===== src/hmb_pkg.sv =====
//----------------------------------------------------------------------
// Purpose: Shared constants and types of the host mailbox interface
// Assumes: Local bus of four byte ports, host bus of two byte ports
// Notes:   Offsets, bit positions, reset values and counts live here
//----------------------------------------------------------------------
package hmb_pkg;

    // -----------------------------------------------------------------
    // Local processor port offsets
    // -----------------------------------------------------------------
    localparam logic [1:0] LOC_CMD_STAT = 2'h0; // Read command, write status
    localparam logic [1:0] LOC_DATA = 2'h1; // Read inbound, write outbound
    localparam logic [1:0] LOC_FLAG_CTRL = 2'h2; // Read flags, write control
    localparam logic [1:0] LOC_VECTOR = 2'h3; // Write host vector

    // Host port offsets
    localparam logic HOST_CMD_STAT = 1'b0; // Write command, read status
    localparam logic HOST_DATA = 1'b1; // Write inbound, read outbound

    // -----------------------------------------------------------------
    // Bit positions
    // -----------------------------------------------------------------
    localparam int ST_DIN_EMPTY = 7; // Host status fields
    localparam int ST_DOUT_AVAIL = 6;
    localparam int ST_SOFT_HI = 5;
    localparam int ST_SOFT_LO = 2;
    localparam int ST_CMD_EMPTY = 1;
    localparam int ST_RESET_N = 0;
    localparam int FL_DOUT_EMPTY = 7; // Local flag fields
    localparam int FL_DIN_AVAIL = 6;
    localparam int FL_ONE_5 = 5;
    localparam int FL_ONE_4 = 4;
    localparam int FL_HINT_PEND = 3;
    localparam int FL_ONE_2 = 2;
    localparam int FL_STAT_EMPTY = 1;
    localparam int FL_CMD_AVAIL = 0;
    localparam int CT_TX_EN = 3; // Control fields
    localparam int CT_IRQ_EN = 2;
    localparam int CT_PAR_EN = 1;
    localparam int CT_HINT_EN = 0;

    // -----------------------------------------------------------------
    // Reset values and fixed values
    // -----------------------------------------------------------------
    localparam logic RST_CMD_EMPTY = 1'b1;
    localparam logic RST_CMD_AVAIL = 1'b0;
    localparam logic RST_DIN_AVAIL = 1'b0;
    localparam logic RST_DOUT_EMPTY = 1'b1;
    localparam logic RST_STAT_EMPTY = 1'b1;
    localparam logic [3:0] RST_SOFT_STAT = 4'h0;
    localparam logic [7:0] RST_RDATA = 8'h00;
    localparam logic [7:0] LOCAL_IACK_VECTOR = 8'hFC;
    localparam logic [7:0] UNMAPPED_RDATA = 8'h00;

    // Software reset sequence, low seven bits only
    localparam int SWRST_LEN = 6;
    localparam logic [6:0] SWRST_SEQ [SWRST_LEN] = '{7'h7E, 7'h55, 7'h0F, 7'h70, 7'h2A, 7'h7E};

    // Cycles the internal reset line stays active after a software reset
    localparam int SWRST_HOLD_CYC = 4;
    localparam int SWRST_CNT_W = 3;
    localparam int HOST_SYNC_W = 12;

    // -----------------------------------------------------------------
    // Carriers
    // -----------------------------------------------------------------
    typedef struct packed {
        logic rd; // Read strobe, one cycle
        logic wr; // Write strobe, one cycle
        logic inta; // Interrupt acknowledge, one cycle
        logic [1:0] addr; // Port offset
        logic [7:0] wdata; // Write data
    } hmb_lreq_t;

    typedef struct packed {
        logic [7:0] cmd; // Command from host
        logic [7:0] din; // Inbound data byte
        logic [7:0] dout; // Outbound data byte
        logic [7:0] vec; // Vector to host
        logic [7:0] hrdata; // Host read data
        logic [7:0] lrdata; // Local read data
        logic [3:0] soft_stat; // Software status nibble
        logic cmd_empty;
        logic cmd_avail;
        logic din_avail;
        logic dout_empty;
        logic stat_empty;
        logic hint_pend;
        logic lirq;
        logic tx_en;
        logic irq_en;
        logic par_en;
        logic hint_en;
        logic rd_q;
        logic wr_q;
        logic ack_q;
        logic [SWRST_CNT_W-1:0] rst_cnt;
        logic core_rst;
    } hmb_state_t;

endpackage


===== src/hmb_top.sv =====
//----------------------------------------------------------------------
// Purpose: Mailbox between a host bus and the local processor
// Assumes: Host strobes are asynchronous and held several clocks
// Notes:   Local bus strobes are single cycle on clk_sys
//----------------------------------------------------------------------
//----------------------------------------------------------------------
`timescale 1ns/1ps
`default_nettype none
module hmb_top
    import hmb_pkg::*;
(
    input wire logic clk_sys, // System clock, 20 MHz
    input wire logic srst, // Board reset, active high
    input wire hmb_lreq_t lreq, // Local processor request
    output logic [7:0] local_rdata, // Local read data, next cycle
    output logic local_irq, // Local interrupt request level
    input wire logic host_rd, // Host port read strobe, async
    input wire logic host_wr, // Host port write strobe, async
    input wire logic host_inta, // Host interrupt acknowledge, async
    input wire logic host_addr, // Host port offset, async
    input wire logic [7:0] host_wdata, // Host write data, async
    output logic [7:0] host_rdata, // Host read data
    input wire logic host_interrupt_line_i, // Interrupt line level
    output logic host_interrupt_line_o, // Interrupt line drive value
    output logic host_interrupt_line_oe_n, // Low while driving line
    output logic tx_enable, // Line transmitter enable
    output logic par_irq_enable, // Parallel port interrupt enable
    output logic core_reset // Internal reset line, active high
);

    // -----------------------------------------------------------------
    // Host pin synchronisation
    // -----------------------------------------------------------------
    logic [HOST_SYNC_W-1:0] host_sync;
    logic hs_rd;
    logic hs_wr;
    logic hs_ack;
    logic hs_addr;
    logic [7:0] hs_wdata;

    hmb_sync #(.W(HOST_SYNC_W)) u_sync (
        .clk_sys(clk_sys),
        .srst(srst),
        .d_async({host_rd, host_wr, host_inta, host_addr, host_wdata}),
        .q_sync(host_sync)
    );

    assign {hs_rd, hs_wr, hs_ack, hs_addr, hs_wdata} = host_sync;

    hmb_state_t s_reg;
    hmb_state_t s_next;
    logic int_rst;
    logic h_rd_ev;
    logic h_wr_ev;
    logic h_ack_ev;
    logic swrst_hit;
    logic cmd_wr_ev;

    // Rising edges of host strobes become single cycle events
    assign h_rd_ev = hs_rd & ~s_reg.rd_q;
    assign h_wr_ev = hs_wr & ~s_reg.wr_q;
    assign h_ack_ev = hs_ack & ~s_reg.ack_q;
    assign int_rst = srst | (s_reg.rst_cnt != '0);
    assign cmd_wr_ev = h_wr_ev & (hs_addr == HOST_CMD_STAT) & ~int_rst;

    // -----------------------------------------------------------------
    // Software reset detector
    // -----------------------------------------------------------------
    hmb_swreset u_swreset (
        .clk_sys(clk_sys),
        .srst(srst),
        .cmd_valid(cmd_wr_ev),
        .cmd_low(hs_wdata[6:0]),
        .hit(swrst_hit)
    );

    // -----------------------------------------------------------------
    // Next state
    // -----------------------------------------------------------------
    always_comb begin
        s_next = s_reg;
        s_next.rd_q = hs_rd;
        s_next.wr_q = hs_wr;
        s_next.ack_q = hs_ack;
        if (int_rst) begin
            // Data bytes, command and vector keep their value
            s_next.cmd_empty = RST_CMD_EMPTY;
            s_next.cmd_avail = RST_CMD_AVAIL;
            s_next.din_avail = RST_DIN_AVAIL;
            s_next.dout_empty = RST_DOUT_EMPTY;
            s_next.stat_empty = RST_STAT_EMPTY;
            s_next.soft_stat = RST_SOFT_STAT;
            s_next.hint_pend = 1'b0;
            s_next.hint_en = 1'b0;
            s_next.irq_en = 1'b0;
            s_next.par_en = 1'b0;
            s_next.lirq = 1'b0;
            s_next.lrdata = RST_RDATA;
            s_next.hrdata = RST_RDATA;
            if (srst) begin
                s_next.tx_en = 1'b0;
            end
        end else begin
            // Local processor writes
            if (lreq.wr) begin
                unique case (lreq.addr)
                    LOC_CMD_STAT: begin
                        // Top two positions are ignored
                        s_next.soft_stat = lreq.wdata[ST_SOFT_HI:ST_SOFT_LO];
                        s_next.cmd_empty = lreq.wdata[ST_CMD_EMPTY];
                        s_next.stat_empty = 1'b0;
                        if (lreq.wdata[ST_CMD_EMPTY]) begin
                            s_next.cmd_avail = 1'b0;
                        end
                    end
                    LOC_DATA: begin
                        s_next.dout = lreq.wdata;
                        s_next.dout_empty = 1'b0;
                    end
                    LOC_FLAG_CTRL: begin
                        s_next.tx_en = lreq.wdata[CT_TX_EN];
                        s_next.irq_en = lreq.wdata[CT_IRQ_EN];
                        s_next.par_en = lreq.wdata[CT_PAR_EN];
                        s_next.hint_en = lreq.wdata[CT_HINT_EN];
                    end
                    LOC_VECTOR: begin
                        // Null operation while host interrupts disabled
                        if (s_reg.hint_en) begin
                            s_next.vec = lreq.wdata;
                            s_next.hint_pend = 1'b1;
                        end
                    end
                endcase
            end
            // Local processor reads
            if (lreq.inta) begin
                s_next.lrdata = LOCAL_IACK_VECTOR;
                s_next.lirq = 1'b0;
            end else if (lreq.rd) begin
                unique case (lreq.addr)
                    LOC_CMD_STAT: s_next.lrdata = s_reg.cmd;
                    LOC_DATA: begin
                        s_next.lrdata = s_reg.din;
                        s_next.din_avail = 1'b0;
                    end
                    LOC_FLAG_CTRL: begin
                        s_next.lrdata[FL_DOUT_EMPTY] = s_reg.dout_empty;
                        s_next.lrdata[FL_DIN_AVAIL] = s_reg.din_avail;
                        s_next.lrdata[FL_ONE_5] = 1'b1;
                        s_next.lrdata[FL_ONE_4] = 1'b1;
                        s_next.lrdata[FL_HINT_PEND] = s_reg.hint_pend;
                        s_next.lrdata[FL_ONE_2] = 1'b1;
                        s_next.lrdata[FL_STAT_EMPTY] = s_reg.stat_empty;
                        s_next.lrdata[FL_CMD_AVAIL] = s_reg.cmd_avail;
                    end
                    LOC_VECTOR: s_next.lrdata = UNMAPPED_RDATA;
                endcase
            end
            // Host events come last so that a host update wins over a local one
            if (h_wr_ev) begin
                if (hs_addr == HOST_CMD_STAT) begin
                    s_next.cmd = hs_wdata;
                    s_next.cmd_empty = 1'b0;
                    s_next.cmd_avail = 1'b1;
                end else begin
                    s_next.din = hs_wdata;
                    s_next.din_avail = 1'b1;
                end
            end
            if (h_rd_ev) begin
                if (hs_addr == HOST_CMD_STAT) begin
                    s_next.stat_empty = 1'b1;
                end else begin
                    s_next.dout_empty = 1'b1;
                end
            end
            if ((h_rd_ev | h_wr_ev) & s_reg.irq_en) begin
                s_next.lirq = 1'b1;
            end
            if (h_ack_ev & s_reg.hint_pend) begin
                s_next.hint_pend = 1'b0;
            end
            // Host read data shows the vector while acknowledge is high, else follows the selected port
            if (hs_ack) begin
                s_next.hrdata = s_reg.vec;
            end else if (hs_addr == HOST_CMD_STAT) begin
                s_next.hrdata[ST_DIN_EMPTY] = ~s_reg.din_avail;
                s_next.hrdata[ST_DOUT_AVAIL] = ~s_reg.dout_empty;
                s_next.hrdata[ST_SOFT_HI:ST_SOFT_LO] = s_reg.soft_stat;
                s_next.hrdata[ST_CMD_EMPTY] = s_reg.cmd_empty;
                s_next.hrdata[ST_RESET_N] = ~s_reg.core_rst;
            end else begin
                s_next.hrdata = s_reg.dout;
            end
        end
        // Internal reset line stretch after the reserved sequence
        if (srst) begin
            s_next.rst_cnt = '0;
        end else if (swrst_hit) begin
            s_next.rst_cnt = SWRST_CNT_W'(SWRST_HOLD_CYC);
        end else if (s_reg.rst_cnt != '0) begin
            s_next.rst_cnt = s_reg.rst_cnt - 1'b1;
        end
        s_next.core_rst = int_rst;
        if (int_rst) begin
            s_next.hrdata[ST_RESET_N] = 1'b0;
        end
    end

    // -----------------------------------------------------------------
    // State register
    // -----------------------------------------------------------------
    always_ff @(posedge clk_sys) begin
        s_reg <= s_next;
    end

    // Outputs
    assign local_rdata = s_reg.lrdata;
    assign local_irq = s_reg.lirq;
    assign host_rdata = s_reg.hrdata;
    assign host_interrupt_line_o = 1'b0;
    assign host_interrupt_line_oe_n = ~s_reg.hint_pend;
    assign tx_enable = s_reg.tx_en;
    assign par_irq_enable = s_reg.par_en;
    assign core_reset = s_reg.core_rst;

    // -----------------------------------------------------------------
    // Checks
    // -----------------------------------------------------------------
    a_cmd_write_flags: assert property (@(posedge clk_sys) disable iff (int_rst)
        cmd_wr_ev |=> (s_reg.cmd_avail && !s_reg.cmd_empty))
        else $error("command write did not update flags");
    a_cmd_empty_set: assert property (@(posedge clk_sys) disable iff (int_rst)
        (lreq.wr && lreq.addr == LOC_CMD_STAT && lreq.wdata[ST_CMD_EMPTY] && !h_wr_ev)
        |=> (s_reg.cmd_empty && !s_reg.cmd_avail))
        else $error("command empty set did not clear available");
    a_cmd_read_keep: assert property (@(posedge clk_sys) disable iff (int_rst)
        (lreq.rd && !lreq.wr && lreq.addr == LOC_CMD_STAT && !h_wr_ev)
        |=> $stable(s_reg.cmd_avail))
        else $error("command read changed available flag");
    a_din_handshake: assert property (@(posedge clk_sys) disable iff (int_rst)
        (h_wr_ev && hs_addr == HOST_DATA) |=> (s_reg.din_avail && s_reg.din == $past(hs_wdata)))
        else $error("inbound write not flagged");
    a_dout_handshake: assert property (@(posedge clk_sys) disable iff (int_rst)
        (lreq.wr && lreq.addr == LOC_DATA && !(h_rd_ev && hs_addr == HOST_DATA))
        |=> !s_reg.dout_empty ##2 (s_reg.hrdata[ST_DOUT_AVAIL] || hs_ack
        || hs_addr != HOST_CMD_STAT || s_reg.dout_empty))
        else $error("outbound write not flagged to host");
    a_status_empty: assert property (@(posedge clk_sys) disable iff (int_rst)
        (h_rd_ev && hs_addr == HOST_CMD_STAT) |=> s_reg.stat_empty)
        else $error("status read did not set empty");
    a_local_irq: assert property (@(posedge clk_sys) disable iff (int_rst)
        ((h_rd_ev || h_wr_ev) && s_reg.irq_en) |=> local_irq)
        else $error("host access raised no local interrupt");
    a_local_iack: assert property (@(posedge clk_sys) disable iff (int_rst)
        lreq.inta |=> (local_rdata == LOCAL_IACK_VECTOR))
        else $error("local acknowledge vector wrong");
    a_vector_null: assert property (@(posedge clk_sys) disable iff (int_rst)
        (lreq.wr && lreq.addr == LOC_VECTOR && !s_reg.hint_en && !s_reg.hint_pend)
        |=> !s_reg.hint_pend)
        else $error("vector write while disabled raised request");
    a_line_pending: assert property (@(posedge clk_sys) disable iff (int_rst)
        (lreq.wr && lreq.addr == LOC_VECTOR && s_reg.hint_en && !h_ack_ev)
        |=> (!host_interrupt_line_oe_n && !host_interrupt_line_o && s_reg.hint_pend))
        else $error("vector write did not drive interrupt line");
    a_host_ack: assert property (@(posedge clk_sys) disable iff (int_rst)
        (h_ack_ev && s_reg.hint_pend && !lreq.wr) |=> (!s_reg.hint_pend
        && host_rdata == $past(s_reg.vec)))
        else $error("host acknowledge mishandled");
    a_reset_clears: assert property (@(posedge clk_sys)
        srst |=> (!tx_enable && !s_reg.hint_en && !s_reg.hint_pend && core_reset))
        else $error("reset did not clear control");
    a_flag_ones: assert property (@(posedge clk_sys) disable iff (int_rst)
        (lreq.rd && !lreq.inta && lreq.addr == LOC_FLAG_CTRL)
        |=> (local_rdata[FL_ONE_5] && local_rdata[FL_ONE_4] && local_rdata[FL_ONE_2]))
        else $error("unused flag bits not one");

endmodule
`default_nettype wire


===== src/hmb_sync.sv =====
//----------------------------------------------------------------------
// Purpose: Two flip-flop synchroniser for a bundle of host pins
// Assumes: Each bit is a slow level relative to clk_sys
// Notes:   First stage feeds only the second stage
//----------------------------------------------------------------------
`timescale 1ns/1ps
`default_nettype none
module hmb_sync #(
    parameter int W = 1
) (
    input wire logic clk_sys, // System clock
    input wire logic srst, // Synchronous reset
    input wire logic [W-1:0] d_async, // Pin levels
    output logic [W-1:0] q_sync // Synchronised levels
);

    logic [W-1:0] meta_reg;

    // -----------------------------------------------------------------
    // Two stage capture
    // -----------------------------------------------------------------
    always_ff @(posedge clk_sys) begin
        if (srst) begin
            meta_reg <= '0;
            q_sync <= '0;
        end else begin
            meta_reg <= d_async;
            q_sync <= meta_reg;
        end
    end

endmodule
`default_nettype wire


===== src/hmb_swreset.sv =====
//----------------------------------------------------------------------
// Purpose: Spots the reserved six byte host command sequence
// Assumes: One pulse on cmd_valid per host command write
// Notes:   Top command bit is ignored; a stray first byte restarts
//----------------------------------------------------------------------
`timescale 1ns/1ps
`default_nettype none
module hmb_swreset
    import hmb_pkg::*;
(
    input wire logic clk_sys, // System clock
    input wire logic srst, // Synchronous reset
    input wire logic cmd_valid, // Host command written, pulse
    input wire logic [6:0] cmd_low, // Low seven command bits
    output logic hit // Sequence complete, pulse
);

    typedef struct packed {
        logic [2:0] idx;
        logic hit;
    } hmb_swr_t;

    hmb_swr_t s_reg;
    hmb_swr_t s_next;

    // -----------------------------------------------------------------
    // Sequence matcher
    // -----------------------------------------------------------------
    always_comb begin
        s_next = s_reg;
        s_next.hit = 1'b0;
        if (srst) begin
            s_next.idx = 3'h0;
        end else if (cmd_valid) begin
            if (cmd_low == SWRST_SEQ[s_reg.idx]) begin
                if (s_reg.idx == 3'(SWRST_LEN - 1)) begin
                    s_next.idx = 3'h0;
                    s_next.hit = 1'b1;
                end else begin
                    s_next.idx = s_reg.idx + 3'h1;
                end
            end else if (cmd_low == SWRST_SEQ[0]) begin
                s_next.idx = 3'h1;
            end else begin
                s_next.idx = 3'h0;
            end
        end
    end

    always_ff @(posedge clk_sys) begin
        s_reg <= s_next;
    end

    assign hit = s_reg.hit;

endmodule
`default_nettype wire


===== config.mk =====
export PLATFORM = sky130hd
export DESIGN_NAME = hmb_top
export DESIGN_NICKNAME = d
export VERILOG_FILES = /design/src/hmb_pkg.sv /design/src/hmb_top.sv /design/src/hmb_sync.sv /design/src/hmb_swreset.sv
export SDC_FILE = /design/constraint.sdc
export NUM_CORES = 1
export LEC_CHECK = 0
export ABC_AREA = 1
export BUFFER_PORTS_ARGS = -buffer_cell sky130_fd_sc_hd__clkbuf_2
export CORE_ASPECT_RATIO = 1.25
export CORE_MARGIN = 2
export CORE_UTILIZATION = 40
export CTS_CLUSTER_SIZE = 8
export DETAILED_ROUTE_END_ITERATION = 8
export PLACE_DENSITY_LB_ADDON = 0.3
export SLEW_MARGIN = 15
export SYNTH_ARGS = -nofsm -noshare
export SYNTH_HDL_FRONTEND = slang
export SYNTH_SLANG_ARGS = --single-unit

===== constraint.sdc =====
create_clock -name clk_sys -period 2.25 [get_ports clk_sys]
set_input_delay 0.225 -clock clk_sys [delete_from_list [all_inputs] [get_ports clk_sys]]
set_output_delay 0.225 -clock clk_sys [all_outputs]
set_load 0.1 [all_outputs]

== Word-level counts from Yosys, hierarchy flattened ==
Memory sizes are Yosys's and may differ from the RTL's.
Cells that the tools add are included.
Storage, ports and cells
  register bits: 98
  memory bits (read-only): 56
  memories kept: 1
Cells by class
  add/sub/neg operators: 2
  magnitude comparators: 1
  equal/unequal tests: 7
  mux-type cells: 36
  bitwise logic cells: 21
  reduce and logical (&&, ||, !) cells: 19
Memories
  (no name shown): depth 8, bits a word 7, read ports 1, clocked after memory_dff 0, write ports 0, line hmb_swreset.sv:35  | if (cmd_low == SWRST_SEQ[s_reg.idx]) begin
Operators with widths (count)
  $mux W8: 4
  $pmux W8 S4: 1
  $mux W3: 6
  $mux W1: 16
  $reduce_and A3 Y1: 5
  $mux W7: 2
  $mux W4: 3
  $not A1 Y1: 11
  $reduce_bool A2 Y1: 5
  $mux W2: 4
  $and A1 B1 Y1: 7
  $eq A7 B7 Y1: 1
  $eq A7 B7 Y1 const B: 1
  $reduce_or A2 Y1: 3
  $eq A2 B2 Y1 const B: 2
  $ge A4 B4 Y1 const B: 1
  $not A3 Y4: 1
  $reduce_and A2 Y1: 2
  $reduce_and A4 Y1: 1
  $add A3 B1 Y3 const B: 1
  $eq A3 B3 Y1 const B: 1
  $reduce_bool A3 Y1: 1
  $reduce_or A3 Y1: 1
  $sub A3 B1 Y3 const B: 1
  other kinds (4): 5

== Longest topological paths before layout ==
  depth after elaboration: 7
  depth in mapped cells: 12

== Modules after synthesis ==
A second synthesis with hierarchy kept.
Unflattened totals
  cells, all modules: 447
  area, all modules: 3993.8 µm²
Modules (own cells, without submodules)
  hmb_top: times used 1, cells each 302, area each 2840.2 µm², sequential area each 1731.7 µm²
  hmb_sync: times used 1, cells each 74, area each 683.2 µm², sequential area each 480.5 µm²
  hmb_swreset: times used 1, cells each 71, area each 470.5 µm², sequential area each 80.1 µm²

== Worst setup path after synthesis ==
OpenSTA, ideal clock, no wires.
  path kind: reg-to-reg
  from: reg s_reg[1] (netlist name)
  to: reg s_reg[46] (netlist name), enable pin
  setup time: 383 ps
  data arrival time: 1663 ps
  path slack: 204 ps
  stages on the path, launching flop included: 7
  cells stage by stage: dfxtp_1 inv_1 ha_1 ha_1 nand2_4 buf_2 nor3_1
Between the ends
  cells in the longest elaborated chain, start to end: 4
RTL lines
  start, declared: line hmb_top.sv:50  | hmb_state_t s_reg;
  start signal, assigned: line hmb_top.sv:214  | s_reg <= s_next;
  $reduce_bool A3 Y1: line hmb_top.sv:63  | assign int_rst = srst | (s_reg.rst_cnt != '0);
  $or A1 B1 Y1: line hmb_top.sv:63
  net int_rst: line hmb_top.sv:52  | logic int_rst;
  $not A1 Y1 (no source line)
  $reduce_and A3 Y1 (no source line)
The timed path passes the listed nets, and every way through them passes these cells.
A chain may end at the register's enable or synchronous reset.

== Worst setup path in the final report ==
  from: reg s_reg[1] (netlist name)
  to: reg s_reg[63] (netlist name), enable pin
Between the ends
  cells in the longest elaborated chain, start to end: 4
RTL lines (line)
  $reduce_bool A3 Y1: hmb_top.sv:63
  $or A1 B1 Y1: hmb_top.sv:63
  $not A1 Y1 (no source line)
  $reduce_and A3 Y1 (no source line)
No other way between the ends.

==> results.yml <==
run_status:
  status: "finished, final reports clean"
routing:
  first_pass_iters: 4
  routed_wl_um: 6720
  wl_per_cell_um: 11.6
  routed-via-count: 2619
  via_per_inst: 4.52
  drc: 0
  antenna_left: 0
  drt-initial-drc-count: 109
sta:
  rsz0062_at_grt: "false"
  maxSlewViolCount: 0
  worst_slew_pin_slew_ps: 625
  fin_setup_tns_ps: 0
  post-route-min-period_ps: 1890
  setup_violations: 0
  maxSlewHeadroom_pct: 58.3
  hold_violations: 0
  period_share_pct: 84.1
  setup_ws_ps: 357
  clock.fmax_ghz: 0.528
  holdWs_ps: 68.4
  skew_ps: 7.82
cells_and_area:
  final_cells: 579
  multiInputGateArea_um2: 1130
  mostFrequentLayoutCells: "dfxtp_1, inv_1, nand2_1, nor2_1, clkbuf_2"
  fill_cells: 911
  ff_latch_area_um2: 2290
  drive_gt1_share_pct: 18.8
  largest_reg_flops: 50
  fin_util_pct: 46.1
  finalNetCount: 483
  design_area_um2: 4380
  mostFrequentLayoutCell: "dfxtp_1"
  area_growth_pct: 13.5
  antenna_cells: 0
logic_synthesis:
  netlist_instances: 411
  synth_seq_cells: 98
  ys_seq_area_share_pct: 59.4
  synth_area_leader_cell: "dfxtp_1"
  syn_avg_cell_area_um2: 9.39
  syn-cell-area_um2: 3860
  synth_top_area_share_pct: 33.7
  ys_types: 34
  synth_fp_nets: 446
  synth_area_leaders: "dfxtp_1, edfxtp_1, inv_1, nand2_1, nor2_1"
  yosysWarningCount: 0
die:
  die_h_um: 114
  start_util_pct: 40.6
  die_w_um: 91.9
  dieArea_um2: 10500
  num_io_pins: 50
  rows: 40
  core_area_um2: 9510
clocking:
  cts.path.max_buffers: 2
  cts_resized: 0
  cts_setup_buffers: 0
  cts.clk_slew.worst_paths_ps: 60
  cts_root_buffer: "clkbuf_16"
  cts_tree: "built"
  numCtsBuffers: 9
  hold_buffers: 0
  clock-sinks: 98
  cts.htree.levels: 3
  clk_latency_ps: 340
worst_setup_path:
  cp-startpoint: "s_reg[1]"
  critPathKind: "register to register"
  end_kind: "register"
  rr_worst_depth: 6
  timing.rr.start: "s_reg[1]"
  crit_arrival_ps: 1940
  rrSetupSlack_ps: 360
  crit_path_end: "s_reg[63]"
  cpMaxStageDelayCell: "nor3_4"
  cp.required_ps: 2300
  critical-path-top-delay-family: "simple AND/OR/NAND/NOR gates"
  worst_setup_path_start_kind: "register"
  crit_chain: "inv_1, ha_1, ha_1, nand2_4, nor3_4, buf_4"
  worstPathMaxFanout: 17
  crit_buf_inv: 2
  crit_top_cell: "ha_1"
  critical_path_depth: 6
  reg2reg_to: "s_reg[63]"
  cp_slowest_stage_delay_ps: 370
global_routing:
  grt_pass1_wl_um: 11500
  track_usage_pct: 14.1
  grt_max_degree: 31
  grt_pass1_vias: 2559
  antenna_found_initial: 0
  overflow: 0
hold_path:
  hp-class: "input pin to register"
place:
  dp_hpwl_um: 4890
  gp_congestion: 0.819
  dp.cells: 563
  place_area_um2: 4110
  io_buffers: 47
  dp_slack_ps: 352
power:
  p_leak_nw: 1.92
  total_power_mw: 4.34
  ir_drop_mv: 0.367
  pwr_density_cell_nw_per_um2: 990
flow_run:
  maxCapViolations: 0
[kinds of logic (layout without fill, tap and decap cells)]
logic type,after synthesis,after routing,synth area share [%]
and+or+nand+nor,149,149,17.5
DFF,98,98,59.4
buffers and inverters,94,136,11.4
AOI/OAI and AO/OA,61,61,9.17
adders and majority gates,7,7,2.27
other,1,1,0.0971
xor gates and xnor gates,1,1,0.227
[where the power goes]
group	internal (mW)	switching [mW]	total, mW	leakage (nW)
Clock	0.751	0.640	1.39	0.130
Combinational	0.179	0.758	0.938	0.957
Sequential	1.96	0.0558	2.01	0.836
Total	2.89	1.45	4.34	1.92
[cell type report]
class	instances	share of cell area, %
clock buffers	10	5.22
clock inverters	6	0.970
inverters	68	5.94
multi-input cells	219	25.8
flip-flops and latches	98	52.3
well taps	126	3.60
repair buffers	52	6.22
[layer usage]
| layer | vias up | global-route usage [%] | part of all wire (%) |
|---|---|---|---|
| met1 | 1179 | 15.5 | 43 |
| met5 | - | 0 | 0 |
| met4 | 0 | 5.97 | 2.4 |
| met3 | 14 | 4.23 | 4.4 |
| li1 | 1367 | - | - |
| met2 | 59 | 25.3 | 51 |
[cells in the mapped netlist (all sizes together)]
master,n
or2,1
ha,7
xor2,1
o211ai,4
nor2,53
conb,1
a31oi,2
a211oi,2
inv,68
clkbuf,2
edfxtp,33
a32o,1
nand3,18
nor3,6
o21ai,26
buf,24
a41oi,2
a21oi,22
nand2,68
a221oi,1
nand4,3
dfxtp,65
a31o,1
[worst min path at each step]
| stage | start | endpoint | cells past startpoint |
|---|---|---|---|
| after floorplan | lreq[0] | s_reg[38] | 0 |
| after detailed placement | u_sync.q_sync[10] | s_reg[5] | 0 |
| after global routing | host_inta | u_sync.meta_reg[9] | 3 |
| after global placement | u_sync.q_sync[11] | s_reg[6] | 0 |
| final | host_addr | u_sync.meta_reg[8] | 3 |
| after CTS | host_addr | u_sync.meta_reg[8] | 3 |
[worst min-delay path: cells and delay by family]
kind | cells | cell delay (ps)
AND/OR/NAND/NOR | 1 | 30
buffers and inverters | 2 | 120
(Power assumes the default switching activity.)
